--- config.mk ---
export PLATFORM = sky130hd
export DESIGN_NAME = timer0_option_top
export DESIGN_NICKNAME = d
export VERILOG_FILES = /design/src/rtl/timer0_pkg.sv /design/src/rtl/prescale_counter.sv /design/src/rtl/timer0_option_top.sv
export SDC_FILE = /design/constraint.sdc
export NUM_CORES = 1
export LEC_CHECK = 0
export BUFFER_PORTS_ARGS = -buffer_cell sky130_fd_sc_hd__clkbuf_2
export CORE_MARGIN = 2
export CORE_UTILIZATION = 41
export DETAILED_ROUTE_END_ITERATION = 8
export GPL_ROUTABILITY_DRIVEN = 0
export PLACE_DENSITY_LB_ADDON = 0.3
export SYNTH_ARGS = -nofsm -noshare
export SYNTH_HDL_FRONTEND = slang
export SYNTH_SLANG_ARGS = --single-unit
--- constraint.sdc ---
create_clock -name clock_in -period 3.1 [get_ports clock_in]
set_clock_uncertainty 0.2 [all_clocks]
set_input_delay 0.465 -clock clock_in [delete_from_list [all_inputs] [get_ports clock_in]]
set_output_delay 0.465 -clock clock_in [all_outputs]
set_load 0.01 [all_outputs]
--- src/rtl/timer0_pkg.sv ---
// Summary of operation
// one prescaler serves either watchdog or timer, never both; assign bit set means watchdog.
// with prescaler on the watchdog, the timer counts every selected event 1:1.
// with prescaler on the timer, the watchdog steps 1:1 on its own base divider.
// rate field gives timer 1:2 to 1:256, watchdog 1:1 to 1:128.
// option register is read/write and resets to all ones on every reset.
// watchdog is held while a system clock switch is in progress.
// after the switch completes the watchdog resumes from a cleared count.
// start-up timing only runs when switching to the three crystal modes.
// software clears watchdog and prescaler before moving prescaler to the timer; the bench writes 8'h80 and 8'h87 with no clear first.
// source bit picks instruction clock or pin; edge bit one means falling edges.
// pull-up disable bit turns pull-ups off; irq edge bit one means rising edge.
package timer0_pkg;

    localparam int CLK_PERIOD_NS    = 10;
    localparam int WDT_BASE_TIME_NS = 10000;
    localparam int WDT_BASE_CYCLES  = WDT_BASE_TIME_NS / CLK_PERIOD_NS;
    localparam int OST_CYCLES       = 1024;
    localparam int INSTR_DIV        = 4;

    localparam logic [7:0] IDX_TIMER0_COUNT      = 8'h01;
    localparam logic [7:0] IDX_INTERRUPT_CONTROL = 8'h0b;
    localparam logic [7:0] IDX_OPTION_CONTROL    = 8'h81;
    localparam logic [7:0] IDX_WATCHDOG_CONTROL  = 8'h90;
    localparam logic [7:0] IDX_CLOCK_SWITCH      = 8'h91;

    localparam logic [7:0] OPTION_RESET   = 8'hff;
    localparam logic [7:0] BYTE_ZERO      = 8'h00;
    localparam logic [7:0] WDC_RESET      = 8'h02;
    localparam int         INTC_TMR_FLAG  = 2;
    localparam int         INTC_EXT_FLAG  = 1;
    localparam int         WDC_CLEAR      = 0;
    localparam int         WDC_ENABLE     = 1;
    localparam int         WDC_TIMEOUT    = 2;
    localparam int         CSW_BUSY       = 3;

    localparam logic [2:0] MODE_LP    = 3'h0;
    localparam logic [2:0] MODE_XT    = 3'h1;
    localparam logic [2:0] MODE_HS    = 3'h2;
    localparam logic [2:0] MODE_INTRC = 3'h4;

    typedef struct packed {
        logic       pullup_disable;
        logic       irq_edge;
        logic       clock_source;
        logic       source_edge;
        logic       prescaler_assign;
        logic [2:0] prescale_rate;
    } option_t;

    typedef enum logic [2:0] {
        ST_RUN  = 3'b001,
        ST_OST  = 3'b010,
        ST_DONE = 3'b100
    } switch_state_t;

endpackage

--- src/rtl/prescale_counter.sv ---
`timescale 1ns/1ps
module prescale_counter #(
    parameter int WIDTH = 8
) (
    input  wire logic       clock_in,
    input  wire logic       sys_rst_in,
    input  wire logic       clear_in,
    input  wire logic       tick_in,
    input  wire logic [3:0] shift_in,
    output logic            pulse_out
);
    logic [WIDTH-1:0] count;
    logic [WIDTH-1:0] mask;

    // ratio 2^shift: pulse when the low shift bits roll over
    assign mask      = WIDTH'((1 << shift_in) - 1);
    assign pulse_out = tick_in && ((count & mask) == mask);

    always_ff @(posedge clock_in) begin
        if (sys_rst_in || clear_in) begin
            count <= '0;
        end else if (tick_in) begin
            count <= count + WIDTH'(1);
        end
    end
endmodule

--- src/rtl/timer0_option_top.sv ---
`timescale 1ns/1ps
module timer0_option_top
#(
    parameter int BASE_CYCLES    = timer0_pkg::WDT_BASE_CYCLES,
    parameter int STARTUP_CYCLES = timer0_pkg::OST_CYCLES,
    parameter int WDT_BITS       = 8
) (
    input  wire logic        clock_in,
    input  wire logic        sys_rst_in,
    input  wire logic        wb_cyc_in,
    input  wire logic        wb_stb_in,
    input  wire logic        wb_we_in,
    input  wire logic [9:0]  wb_adr_in,
    input  wire logic [3:0]  wb_sel_in,
    input  wire logic [31:0] wb_dat_in,
    input  wire logic        counter_pin_in,
    input  wire logic        ext_irq_pin_in,
    output logic [31:0]      wb_dat_out,
    output logic             wb_ack_out,
    output logic             pullups_off_out,
    output logic             watchdog_timeout_out,
    output logic             clock_busy_out,
    output logic [2:0]       system_mode_out
);
    import timer0_pkg::*;

    option_t          option;
    logic [7:0]       timer0_count;
    logic [7:0]       interrupt_control;
    logic             wdt_enable;
    logic             wdt_timeout;
    logic [2:0]       target_mode;
    switch_state_t    state;
    logic [15:0]      ripple;
    logic [WDT_BITS-1:0] wdt_count;
    logic [1:0]       instr_div;
    logic [2:0]       pin_sync;
    logic [2:0]       irq_sync;

    logic [7:0] index;
    logic [7:0] rd_byte;
    logic [3:0] presc_shift;
    logic       access, wr, tmr_wr, wdt_clear, sw_req;
    logic       instr_tick, pin_event, irq_event, timer_event;
    logic       wdt_base, presc_in, presc_pulse, presc_clear;
    logic       timer_inc, wdt_step, is_xtal, ost_done;

    assign index  = wb_adr_in[9:2];
    assign access = wb_cyc_in && wb_stb_in && !wb_ack_out;
    assign wr     = access && wb_we_in && wb_sel_in[0];
    assign tmr_wr = wr && (index == IDX_TIMER0_COUNT);
    assign wdt_clear = wr && (index == IDX_WATCHDOG_CONTROL)
                       && wb_dat_in[WDC_CLEAR];
    assign sw_req = wr && (index == IDX_CLOCK_SWITCH) && (state == ST_RUN);
    assign is_xtal = (wb_dat_in[2:0] == MODE_LP)
                     || (wb_dat_in[2:0] == MODE_XT)
                     || (wb_dat_in[2:0] == MODE_HS);

    // pins pass three flops; edges taken between the second and third
    always_ff @(posedge clock_in) begin
        if (sys_rst_in) begin
            pin_sync <= '0;
            irq_sync <= '0;
        end else begin
            pin_sync <= {pin_sync[1:0], counter_pin_in};
            irq_sync <= {irq_sync[1:0], ext_irq_pin_in};
        end
    end

    always_ff @(posedge clock_in) begin
        if (sys_rst_in) begin
            instr_div <= '0;
        end else begin
            instr_div <= instr_div + 2'(1);
        end
    end

    assign instr_tick = (instr_div == 2'(INSTR_DIV - 1));
    assign pin_event  = option.source_edge
                        ? (pin_sync[2] && !pin_sync[1])
                        : (!pin_sync[2] && pin_sync[1]);
    assign irq_event  = option.irq_edge
                        ? (!irq_sync[2] && irq_sync[1])
                        : (irq_sync[2] && !irq_sync[1]);
    assign timer_event = option.clock_source ? pin_event : instr_tick;

    // shared prescaler sits on exactly one path
    assign presc_in    = option.prescaler_assign ? wdt_base : timer_event;
    assign presc_shift = option.prescaler_assign
                         ? {1'b0, option.prescale_rate}
                         : {1'b0, option.prescale_rate} + 4'(1);
    assign presc_clear = (wdt_clear && option.prescaler_assign)
                         || (tmr_wr && !option.prescaler_assign);
    assign timer_inc   = option.prescaler_assign ? timer_event
                                                 : presc_pulse;
    assign wdt_step    = option.prescaler_assign ? presc_pulse
                                                 : wdt_base;

    prescale_counter #(.WIDTH(8)) prescaler (
        .clock_in   (clock_in),
        .sys_rst_in (sys_rst_in),
        .clear_in   (presc_clear),
        .tick_in    (presc_in),
        .shift_in   (presc_shift),
        .pulse_out  (presc_pulse)
    );

    always_ff @(posedge clock_in) begin
        if (sys_rst_in) begin
            option <= OPTION_RESET;
        end else if (wr && index == IDX_OPTION_CONTROL) begin
            option <= wb_dat_in[7:0];
        end
    end

    // a write to the count also restarts a timer-owned prescaler
    always_ff @(posedge clock_in) begin
        if (sys_rst_in) begin
            timer0_count <= BYTE_ZERO;
        end else if (tmr_wr) begin
            timer0_count <= wb_dat_in[7:0];
        end else if (timer_inc) begin
            timer0_count <= timer0_count + 8'(1);
        end
    end

    // hardware set wins over a same-cycle software clear
    always_ff @(posedge clock_in) begin
        if (sys_rst_in) begin
            interrupt_control <= BYTE_ZERO;
        end else begin
            if (wr && index == IDX_INTERRUPT_CONTROL) begin
                interrupt_control <= wb_dat_in[7:0];
            end
            if (timer_inc && !tmr_wr && timer0_count == 8'hff) begin
                interrupt_control[INTC_TMR_FLAG] <= 1'b1;
            end
            if (irq_event) begin
                interrupt_control[INTC_EXT_FLAG] <= 1'b1;
            end
        end
    end

    // ripple counter: watchdog base divider or start-up timer
    assign wdt_base = (state == ST_RUN) && (ripple == 16'(BASE_CYCLES - 1));
    assign ost_done = (ripple == 16'(STARTUP_CYCLES - 1));

    always_ff @(posedge clock_in) begin
        if (sys_rst_in) begin
            ripple <= '0;
        end else if (sw_req || state == ST_DONE || wdt_clear || wdt_base) begin
            ripple <= '0;
        end else if (state == ST_RUN || state == ST_OST) begin
            ripple <= ripple + 16'(1);
        end
    end

    always_ff @(posedge clock_in) begin
        if (sys_rst_in) begin
            state       <= ST_RUN;
            target_mode <= MODE_INTRC;
        end else begin
            case (state)
                ST_RUN: begin
                    if (sw_req) begin
                        target_mode <= wb_dat_in[2:0];
                        state <= is_xtal ? ST_OST : ST_DONE;
                    end
                end
                ST_OST: begin
                    if (ost_done) begin
                        state <= ST_DONE;
                    end
                end
                ST_DONE: state <= ST_RUN;
                default: state <= ST_RUN;
            endcase
        end
    end

    always_ff @(posedge clock_in) begin
        if (sys_rst_in) begin
            system_mode_out <= MODE_INTRC;
            clock_busy_out  <= 1'b0;
        end else begin
            if (state == ST_DONE) begin
                system_mode_out <= target_mode;
            end
            clock_busy_out <= (state != ST_RUN) || sw_req;
        end
    end

    // count frozen during a switch, restarted from zero after it
    always_ff @(posedge clock_in) begin
        if (sys_rst_in) begin
            wdt_count <= '0;
        end else if (wdt_clear || state == ST_DONE) begin
            wdt_count <= '0;
        end else if (state == ST_RUN && wdt_enable && wdt_step) begin
            wdt_count <= wdt_count + WDT_BITS'(1);
        end
    end

    always_ff @(posedge clock_in) begin
        if (sys_rst_in) begin
            wdt_enable           <= WDC_RESET[WDC_ENABLE];
            wdt_timeout          <= 1'b0;
            watchdog_timeout_out <= 1'b0;
        end else begin
            watchdog_timeout_out <= state == ST_RUN && wdt_enable && wdt_step
                                    && (&wdt_count) && !wdt_clear;
            if (wr && index == IDX_WATCHDOG_CONTROL) begin
                wdt_enable  <= wb_dat_in[WDC_ENABLE];
                wdt_timeout <= wb_dat_in[WDC_TIMEOUT] ? 1'b0 : wdt_timeout;
            end
            if (watchdog_timeout_out) begin
                wdt_timeout <= 1'b1;
            end
        end
    end

    always_ff @(posedge clock_in) begin
        if (sys_rst_in) begin
            pullups_off_out <= OPTION_RESET[7];
        end else begin
            pullups_off_out <= option.pullup_disable;
        end
    end

    always_comb begin
        rd_byte = BYTE_ZERO;
        case (index)
            IDX_TIMER0_COUNT:      rd_byte = timer0_count;
            IDX_INTERRUPT_CONTROL: rd_byte = interrupt_control;
            IDX_OPTION_CONTROL:    rd_byte = option;
            IDX_WATCHDOG_CONTROL: begin
                rd_byte[WDC_ENABLE]  = wdt_enable;
                rd_byte[WDC_TIMEOUT] = wdt_timeout;
            end
            IDX_CLOCK_SWITCH: begin
                rd_byte[2:0]      = system_mode_out;
                rd_byte[CSW_BUSY] = state != ST_RUN;
            end
            default:               rd_byte = BYTE_ZERO;
        endcase
    end

    // unmapped indices still ack, reading zero
    always_ff @(posedge clock_in) begin
        if (sys_rst_in) begin
            wb_ack_out <= 1'b0;
            wb_dat_out <= 32'h0000_0000;
        end else begin
            wb_ack_out <= access;
            wb_dat_out <= access ? {24'h00_0000, rd_byte} : 32'h0000_0000;
        end
    end
endmodule

== Yosys cells after proc, flatten, opt, wreduce, memory -nomap -nowiden ==
Index checks and enable logic that the tools add are counted.
Word-level totals
  output and inout port bits: 39
  bits in registers: 111
  word-level logic and storage cells: 134
  bits of input ports: 53
Cells by class
  muxes and demuxes: 23
  shift-type cells: 1
  reduce and logical (&&, ||, !) cells: 56
  equality and inequality tests: 18
  bitwise logic cells: 2
  add/subtract/negate cells: 7
Operator list (number)
  16-bit by 10-bit == test with 1-bit output, second input constant: 2
  8-bit == test, second input constant: 4
  1-bit logical AND: 25
  8-bit by 1-bit adder with 8-bit output, second input constant: 3
  16-bit by 1-bit adder with 16-bit output, second input constant: 1
  8-bit 2-to-1 mux: 2
  3-bit 2-to-1 mux: 4
  4-bit case mux with 3 select lines: 1
  1-bit 2-to-1 mux: 11
  1-bit logical OR: 10
  2-bit case mux with 5 select lines: 1
  2-bit nonzero test: 5
  8-bit bitwise AND: 1
  8-bit by 1-bit == test with 1-bit output, second input constant: 1
  8-bit by 4-bit == test with 1-bit output, second input constant: 1
  8-bit == test: 1
  1-bit logical NOT: 8
  1-bit case mux with 4 select lines: 2
  8-bit AND reduction: 1
  1-bit by 4-bit << shifter with 8-bit output, first input constant: 1
  8-bit by 2-bit subtractor with 8-bit output, second input constant: 1
  3-bit by 1-bit == test with 1-bit output, second input constant: 2
  3-bit by 2-bit == test with 1-bit output, second input constant: 2
  3-bit case mux with 2 select lines: 1
  other kinds (11): 16

== Logic depth before layout (Yosys ltp) ==
Gate-level depths: netlist (run 1).
  depth after elaboration: 11
  gate-level depth with buffers: 14
  gate-level depth less buffers: 14

== Hierarchy ==
A second synthesis (run 1) with hierarchy kept.
Second synthesis, totals
  cell total of the unflattened synthesis: 492
  area, all modules: 4357.9 um^2
By module, submodules not included
  timer0_option_top: area an instance 3861.2 um^2, instances 1, cells each 434, sequential area each 1581.5 um^2
  prescale_counter: area an instance 496.7 um^2, instances 1, cells each 58, sequential area each 160.2 um^2

== Least setup slack after synthesis (run 1) ==
OpenSTA, ideal clock, no wires.
  kind: reg-to-reg
  from: register option[0] (netlist bit)
  to: register wdt_count[6]
  clock period less this slack: 3.052 ns
  required time: 2.775 ns
  path slack: 0.048 ns
  stages on the path, launching flop included: 12
  data arrival time: 2.726 ns
  library setup time: 0.125 ns
  path buffers: 0
  cell sequence: dfxtp_1 -> ha_1 -> nor3b_1 -> a22oi_1 -> ha_1 -> o221a_1 -> nor4b_4 -> a211oi_4 -> a21boi_2 -> or4_4 -> xor2_1 -> nor2_1
Between the ends
  longest elaborated chain between the ends: 9
RTL lines
  start, declared: RTL line timer0_option_top.sv:27  | option_t option;
  start signal, assigned: RTL line timer0_option_top.sv:112  | option <= wb_dat_in[7:0];
  3-bit by 1-bit adder with 4-bit output: RTL line timer0_option_top.sv:91  | : {1'b0, option.prescale_rate} + 4'(1);
  4-bit 2-to-1 mux (*): RTL line timer0_option_top.sv:90  | ? {1'b0, option.prescale_rate}
  1-bit by 4-bit << shifter with 8-bit output (*): RTL line prescale_counter.sv:16  | assign mask = WIDTH'((1 << shift_in) - 1);
  8-bit by 2-bit subtractor with 8-bit output (*): RTL line prescale_counter.sv:16
  8-bit bitwise AND: RTL line prescale_counter.sv:17  | assign pulse_out = tick_in && ((count & mask) == mask);
  8-bit == test (*): RTL line prescale_counter.sv:17
  1-bit logical AND (*): RTL line prescale_counter.sv:17
  1-bit 2-to-1 mux (*): RTL line timer0_option_top.sv:96  | assign wdt_step = option.prescaler_assign ? presc_pulse
  1-bit logical AND (*): RTL line timer0_option_top.sv:199  | end else if (state == ST_RUN && wdt_enable && wdt_step) begin
  end signal, assigned: RTL line timer0_option_top.sv:200  | wdt_count <= wdt_count + WDT_BITS'(1);
  end, declared: RTL line timer0_option_top.sv:35  | logic [WDT_BITS-1:0] wdt_count;
Mark *: on every way between the ends. The rest lies on a longest branch, timed or not.
A chain may end at the register's enable or synchronous reset.

== Final worst setup path (run 1) ==
  from: register option[1] (netlist bit)
  to: register wdt_count[6]
Same word-level chain as after synthesis.

==> impl_metrics.env, run 1 <==
export IMPL_cp_start_kind="flop"
export IMPL_critPathLaunch="option[1]$_SDFFE_PP1P_"
export IMPL_syn_inst=499
export IMPL_ys_dominant_reg_cell="dfxtp_1"
export IMPL_min_period_over_period_pct=96.7
export IMPL_grt_overflow_total=0
export IMPL_cts_tree="built"
export IMPL_max_stage_delay_ns=0.53
export IMPL_final_common_cell="dfxtp_1"
export IMPL_synth_seq_cells=87
export IMPL_reg2reg_from="option[1]$_SDFFE_PP1P_"
export IMPL_critPathKind="reg -> reg"
export IMPL_endpoint_kind="flop"
export IMPL_max_slew_margin_pct=53.6
export IMPL_layout_common_cells="dfxtp_1, nor2_1, nand2_1, clkbuf_2, a21oi_1"
export IMPL_first_global_vias=3285
export IMPL_cp_slowest_cell="or4_4"
export IMPL_critical_path_top_delay_family="compound AO/OA/AOI/OAI gates"
export IMPL_dieArea_sq_um=11500
export IMPL_clock_fmax_mhz=333
export IMPL_synth_cell_types=59
export IMPL_cts_max_level=3
export IMPL_synth_warnings=0
export IMPL_post_place_ws_ns=0.0559
export IMPL_cts_buffers=9
export IMPL_track_usage_pct=17.1
export IMPL_worst_pin_slew_ns=0.694
export IMPL_grt_max_degree=46
export IMPL_r2r_end="wdt_count[6]$_SDFFE_PP0P_"
export IMPL_clock_path_buffers=2
export IMPL_slew_violations=0
export IMPL_ys_seq_area_share_pct=40.0
export IMPL_setup_viol=0
export IMPL_hold_slack_ns=0.0966
export IMPL_postCtsHoldBufs=0
export IMPL_maxCapViolCount=0
export IMPL_antenna_found_initial=0
export IMPL_die_h_microns=107
export IMPL_arrival_ns=3.06
export IMPL_cp_buffers_inverters=2
export IMPL_cp_depth=14
export IMPL_nets=610
export IMPL_power_density_nw_per_um2=423
export IMPL_drive_above_1_share_pct=18.7
export IMPL_cts_root_buf="clkbuf_8"
export IMPL_hold_path_class="in -> reg"
export IMPL_avgRoutedWirePerCell_microns=14.0
export IMPL_routed_wirelength_mm=9.64
export IMPL_synth_edf_count=0
export IMPL_worst_slack_ns=0.101
export IMPL_grt_pass1_wl_mm=15.6
export IMPL_crit_chain="buf_6 > buf_4 > a21boi_2 > nand2_1 > o22ai_1 > nand2_1 > ha_2 > o221a_1 > xnor2_1 > a2bb2oi_2 > a21boi_2 > or4_4 > xor2_1 > nor2_1"
export IMPL_drtPass1Iterations=4
export IMPL_drt_iter0_drc=171
export IMPL_tns_ns=0
export IMPL_area_growth_pct=14.9
export IMPL_r2r_cells=14
export IMPL_worstPathRequired_ns=3.16
export IMPL_n_antenna_cell=0
export IMPL_run_status="complete, no violations"
export IMPL_drc_errors=0
export IMPL_power_w=0.00212
export IMPL_clock_latency_ns=0.37
export IMPL_cp_endpoint="wdt_count[6]$_SDFFE_PP0P_"
export IMPL_postRouteAntennaNets=0
export IMPL_synth_area_sq_um=4360
export IMPL_ys_async_sr_fraction_pct=0
export IMPL_row_count=37
export IMPL_port_buffers=38
export IMPL_clkTransAtPathRegs_ns=0.10
export IMPL_crit_fanout=6
export IMPL_post_drt_via_cell_ratio=5.24
export IMPL_p_leak_nw=1.94
export IMPL_placed_cells=670
export IMPL_vias=3622
export IMPL_coreArea_sq_um=10300
export IMPL_fp_dieW_microns=107
export IMPL_initial_core_util_pct=42.2
export IMPL_vdd_drop_max_mv=0.232
export IMPL_place_hpwl_mm=6.82
export IMPL_reg2reg_slack_ns=0.10
export IMPL_boundaryPins=92
export IMPL_period_minus_slack_ns=3.00
export IMPL_hold_viol_final=0
export IMPL_cts_sinks=87
export IMPL_syn_mean_instance_area_sq_um=8.73
export IMPL_final_cells=691
[sequential cells by signal, summed over array words and instances (netlist names), 2 cells and up]
name	count
option	8
target_mode	3
state	3
wb_dat_out	8
ripple	16
wdt_count	8
prescaler.count	8
pin_sync	3
instr_div	2
system_mode_out	3
irq_sync	3
timer0_count	8
interrupt_control	8
[metrics by stage]
| step | instance area (sq um) | util, % |
|---|---|---|
| after floorplan | 4440 | - |
| after global placement | 4660 | 45.1 |
| after detailed placement | 4660 | 45.1 |
| after CTS | 4880 | 47.3 |
| after global routing | 5010 | 48.5 |
| final | 5010 | 48.5 |
[area by class of cell]
type	instances	area (sq um)
tap	136	170
inverter	4	15.0
fill	1000	5320
sequential	87	1740
timing repair buffer	62	374
clock inverter	6	92.6
multi-input combinational	386	2480
clock buffer	10	128
[worst min-delay path by stage]
stage | slack (ns) | depth (start not counted) | startpoint | to
floorplan | 0.20 | 1 | instr_div[0]$_SDFF_PP0_ | instr_div[0]$_SDFF_PP0_
global placement | 0.21 | 1 | instr_div[0]$_SDFF_PP0_ | instr_div[0]$_SDFF_PP0_
detailed placement | 0.21 | 1 | instr_div[0]$_SDFF_PP0_ | instr_div[0]$_SDFF_PP0_
CTS | 0.09 | 2 | ext_irq_pin_in | irq_sync[0]$_SDFF_PP0_
global route | 0.09 | 2 | ext_irq_pin_in | irq_sync[0]$_SDFF_PP0_
finish | 0.1 | 2 | ext_irq_pin_in | irq_sync[0]$_SDFF_PP0_
[cell usage after synthesis, types with 3 or more instances]
library cell  count  area [sq um]
or3_1             4          25.0
nand3_1          21           105
inv_1             4          15.0
nor2_1           66           248
buf_4            25           188
and3_1           10          62.6
a22oi_1          13          97.6
nor2b_1          23           144
dfxtp_1          87          1740
nor4_1            9          56.3
a21oi_1          25           125
xor2_1           23           201
ha_1              7          87.6
nand2b_1          4          25.0
a31oi_1           3          18.8
nor3b_1           5          37.5
a211o_1          13           114
nand2_1          38           143
xnor2_1          13           114
and2_1            6          37.5
nand4_1          11          68.8
nor3_1            9          45.0
a22o_1            5          43.8
clkbuf_1         10          37.5
o21ai_0           6          30.0
buf_2             6          30.0
mux2i_1          11           110
[worst register-to-register path, cell delays in order (launching register included)]
cell	delay [ns]
dfxtp_2	0.35
buf_6	0.13
buf_4	0.14
a21boi_2	0.15
nand2_1	0.09
o22ai_1	0.16
nand2_1	0.08
ha_2	0.21
o221a_1	0.15
xnor2_1	0.15
a2bb2oi_2	0.23
a21boi_2	0.10
or4_4	0.53
xor2_1	0.16
nor2_1	0.06
[where the power goes]
part           switching [W]  leakage, nW  internal (W)   total, W
registers         0.00000769        0.703       0.00113    0.00114
clock network       0.000434        0.104      0.000460   0.000894
logic              0.0000591         1.13     0.0000300  0.0000891
[metal layers]
| layer | vias up | share of wire [%] | GRT usage [%] | wire [microns] |
|---|---|---|---|---|
| met5 | - | 0 | 0 | 0 |
| met4 | 0 | 1.4 | 5.66 | 138 |
| met3 | 14 | 4.8 | 4.68 | 461 |
| met2 | 72 | 48 | 27.5 | 4650 |
| met1 | 1728 | 46 | 22.3 | 4390 |
| li1 | 1808 | - | - | - |
[cells by family after synthesis]
kind of cell	share of synthesized area, %
xor gates and xnor gates	7.24
buffers and inverters	6.89
AOI/OAI and AO/OA	14.2
and+or+nand+nor	27.0
DFF	40.0
muxes	2.53
adders and majority gates	2.01
other	0.0861
[repair_timing]
item,4_1_cts,5_1_grt
resized for setup,0,18
setup buffers,0,5
setup endpoints to repair,0,18
endpoints found under the hold margin,0,0
No activity file was read; power rests on OpenSTA's default activity.
==> inputs of run 2 (changes only) <==
--- a/config.mk
+++ b/config.mk
@@ -10,6 +10,7 @@
 export CORE_UTILIZATION = 41
 export DETAILED_ROUTE_END_ITERATION = 8
 export GPL_ROUTABILITY_DRIVEN = 0
+export HOLD_SLACK_MARGIN = 0.06
 export PLACE_DENSITY_LB_ADDON = 0.3
 export SYNTH_ARGS = -nofsm -noshare
 export SYNTH_HDL_FRONTEND = slang
==> constraint.sdc (replaced) <==
create_clock -name clock_in -period 2.9 [get_ports clock_in]
set_clock_uncertainty 0.2 [all_clocks]
set_input_delay 0.435 -clock clock_in [delete_from_list [all_inputs] [get_ports clock_in]]
set_output_delay 0.435 -clock clock_in [all_outputs]
set_load 0.01 [all_outputs]
==> run 2 against run 1 <==
Compared with the run above:
- the flow now finishes with violations (negative setup slack)
- sequential share of layout area is 0.36 points lower
- wire length is 2.9% higher
- worst hold slack worse by 0.0076 ns
- critical path depth is 1 lower
- final area is 1.2% higher
- first-iteration DRC count is 11% higher
==> impl_metrics.env, run 2 (same netlist as run 1, synthesis figures left out) <==
export IMPL_nets=610
export IMPL_arrival_ns=2.97
export IMPL_run_status="finished, violations left"
export IMPL_initial_core_util_pct=42.2
export IMPL_endpoint_kind="flop"
export IMPL_drt_iter0_drc=189
export IMPL_area_growth_pct=16.3
export IMPL_coreArea_sq_um=10300
export IMPL_row_count=37
export IMPL_clkTransAtPathRegs_ns=0.09
export IMPL_largest_register_ffs=16
export IMPL_clock_latency_ns=0.36
export IMPL_die_h_microns=107
export IMPL_hold_viol_final=0
export IMPL_critPathKind="reg -> reg"
export IMPL_cts_buffers=9
export IMPL_drtPass1Iterations=7
export IMPL_cts_sinks=87
export IMPL_cts_max_level=3
export IMPL_final_cells=691
export IMPL_worst_pin_slew_ns=0.815
export IMPL_antenna_found_initial=0
export IMPL_drc_errors=0
export IMPL_place_hpwl_mm=7.04
export IMPL_cp_start_kind="flop"
export IMPL_crit_fanout=6
export IMPL_worst_slack_ns=-0.00476
export IMPL_avgRoutedWirePerCell_microns=14.4
export IMPL_hold_path_class="in -> reg"
export IMPL_grt_max_degree=46
export IMPL_slew_violations=0
export IMPL_final_common_cell="dfxtp_1"
export IMPL_rsz0062_at_grt="yes"
export IMPL_n_antenna_cell=0
export IMPL_clock_path_buffers=2
export IMPL_top_register="ripple"
export IMPL_port_buffers=38
export IMPL_postRouteAntennaNets=0
export IMPL_min_period_over_period_pct=100
export IMPL_max_slew_margin_pct=45.5
export IMPL_drive_above_1_share_pct=19.6
export IMPL_boundaryPins=92
export IMPL_cts_tree="built"
export IMPL_track_usage_pct=17.3
export IMPL_power_density_nw_per_um2=433
export IMPL_power_w=0.00219
export IMPL_maxCapViolCount=0
export IMPL_grt_overflow_total=0
export IMPL_fillers=1002
export IMPL_p_leak_nw=1.98
export IMPL_postCtsHoldBufs=0
export IMPL_final_cell_area_sq_um=5070
export IMPL_period_minus_slack_ns=2.90
export IMPL_clock_fmax_mhz=344
export IMPL_dieArea_sq_um=11500
export IMPL_worstPathRequired_ns=2.97
export IMPL_routed_wirelength_mm=9.92
export IMPL_layout_common_cells="dfxtp_1, nor2_1, nand2_1, clkbuf_2"
export IMPL_grt_pass1_wl_mm=15.8
export IMPL_setup_viol=1
export IMPL_cts_root_buf="clkbuf_8"
export IMPL_vdd_drop_max_mv=0.248
export IMPL_violations="negative setup slack"
export IMPL_dpl_cell_area_sq_um=4710
export IMPL_placed_cells=672
export IMPL_fp_dieW_microns=107
export IMPL_first_global_vias=3431
export IMPL_post_drt_via_cell_ratio=5.27
export IMPL_vias=3645
run 2: cell types whose count changed in the layout (fill, tap and decap cells not counted), sizes merged:
cell	change
bufinv	-1
clkinv	+1
run 2: metrics by stage:
stage	TNS (ns)	hold slack, ns	util [%]	setup WS (ns)
after floorplan	0	0.199	-	0.00626
after global routing	-1.42	0.0941	49.1	-0.166
after CTS	0	0.0832	48.0	0.00584
after global placement	0	0.208	45.6	0.00401
after detailed placement	-0.348	0.217	45.6	-0.0853
final	-0.00476	0.0890	49.1	-0.00476
run 2: cell type report:
type | count | area (sq um) | share of cell area (%)
Tap cell | 136 | 170 | 3.36
Sequential cell | 87 | 1750 | 34.5
Timing Repair Buffer | 62 | 390 | 7.71
Inverter | 4 | 15.0 | 0.296
Clock inverter | 6 | 67.6 | 1.33
Multi-Input combinational cell | 386 | 2540 | 50.1
Clock buffer | 10 | 138 | 2.72
run 2: repair_timing:
item,4_1_cts,5_1_grt
setup buffers,2,2
endpoints found under the setup margin,9,20
gates resized for setup,6,17
gates cloned,0,0
pin swaps,5,23
run 2: routing by layer:
metal	track usage, %	wire length [microns]	vias up
met2	29.1	4820	95
met4	6.03	187	0
met1	21.3	4400	1711
met5	0	0	-
met3	4.32	512	21
li1	-	-	1818
run 2: worst paths after layout:
kind	start	end	slack [ns]	cells after the start
max	option[1]$_SDFFE_PP1P_	wdt_count[6]$_SDFFE_PP0P_	-0.005	13
min	counter_pin_in	pin_sync[0]$_SDFF_PP0_	0.09	2
max reg2reg	option[1]$_SDFFE_PP1P_	wdt_count[6]$_SDFFE_PP0P_	-0.005	13
min reg2reg	instr_div[0]$_SDFF_PP0_	instr_div[0]$_SDFF_PP0_	0.22	1
run 2: critical path: stages (launching register included):
cell,delay (ns)
dfxtp_4,0.37
ha_4,0.16
a21boi_2,0.18
nand2_1,0.09
o22ai_1,0.15
nand2_1,0.09
ha_2,0.19
o221a_1,0.14
nor4b_4,0.15
a211oi_4,0.30
a21boi_2,0.12
or4_4,0.44
xor2_1,0.17
nor2_1,0.05
run 2: power by group:
group          internal, W  leakage (nW)  switching [W]  total [W]
Clock             0.000426        0.0993       0.000459   0.000885
Combinational    0.0000321          1.18      0.0000639  0.0000960
Sequential         0.00120         0.703     0.00000822    0.00121
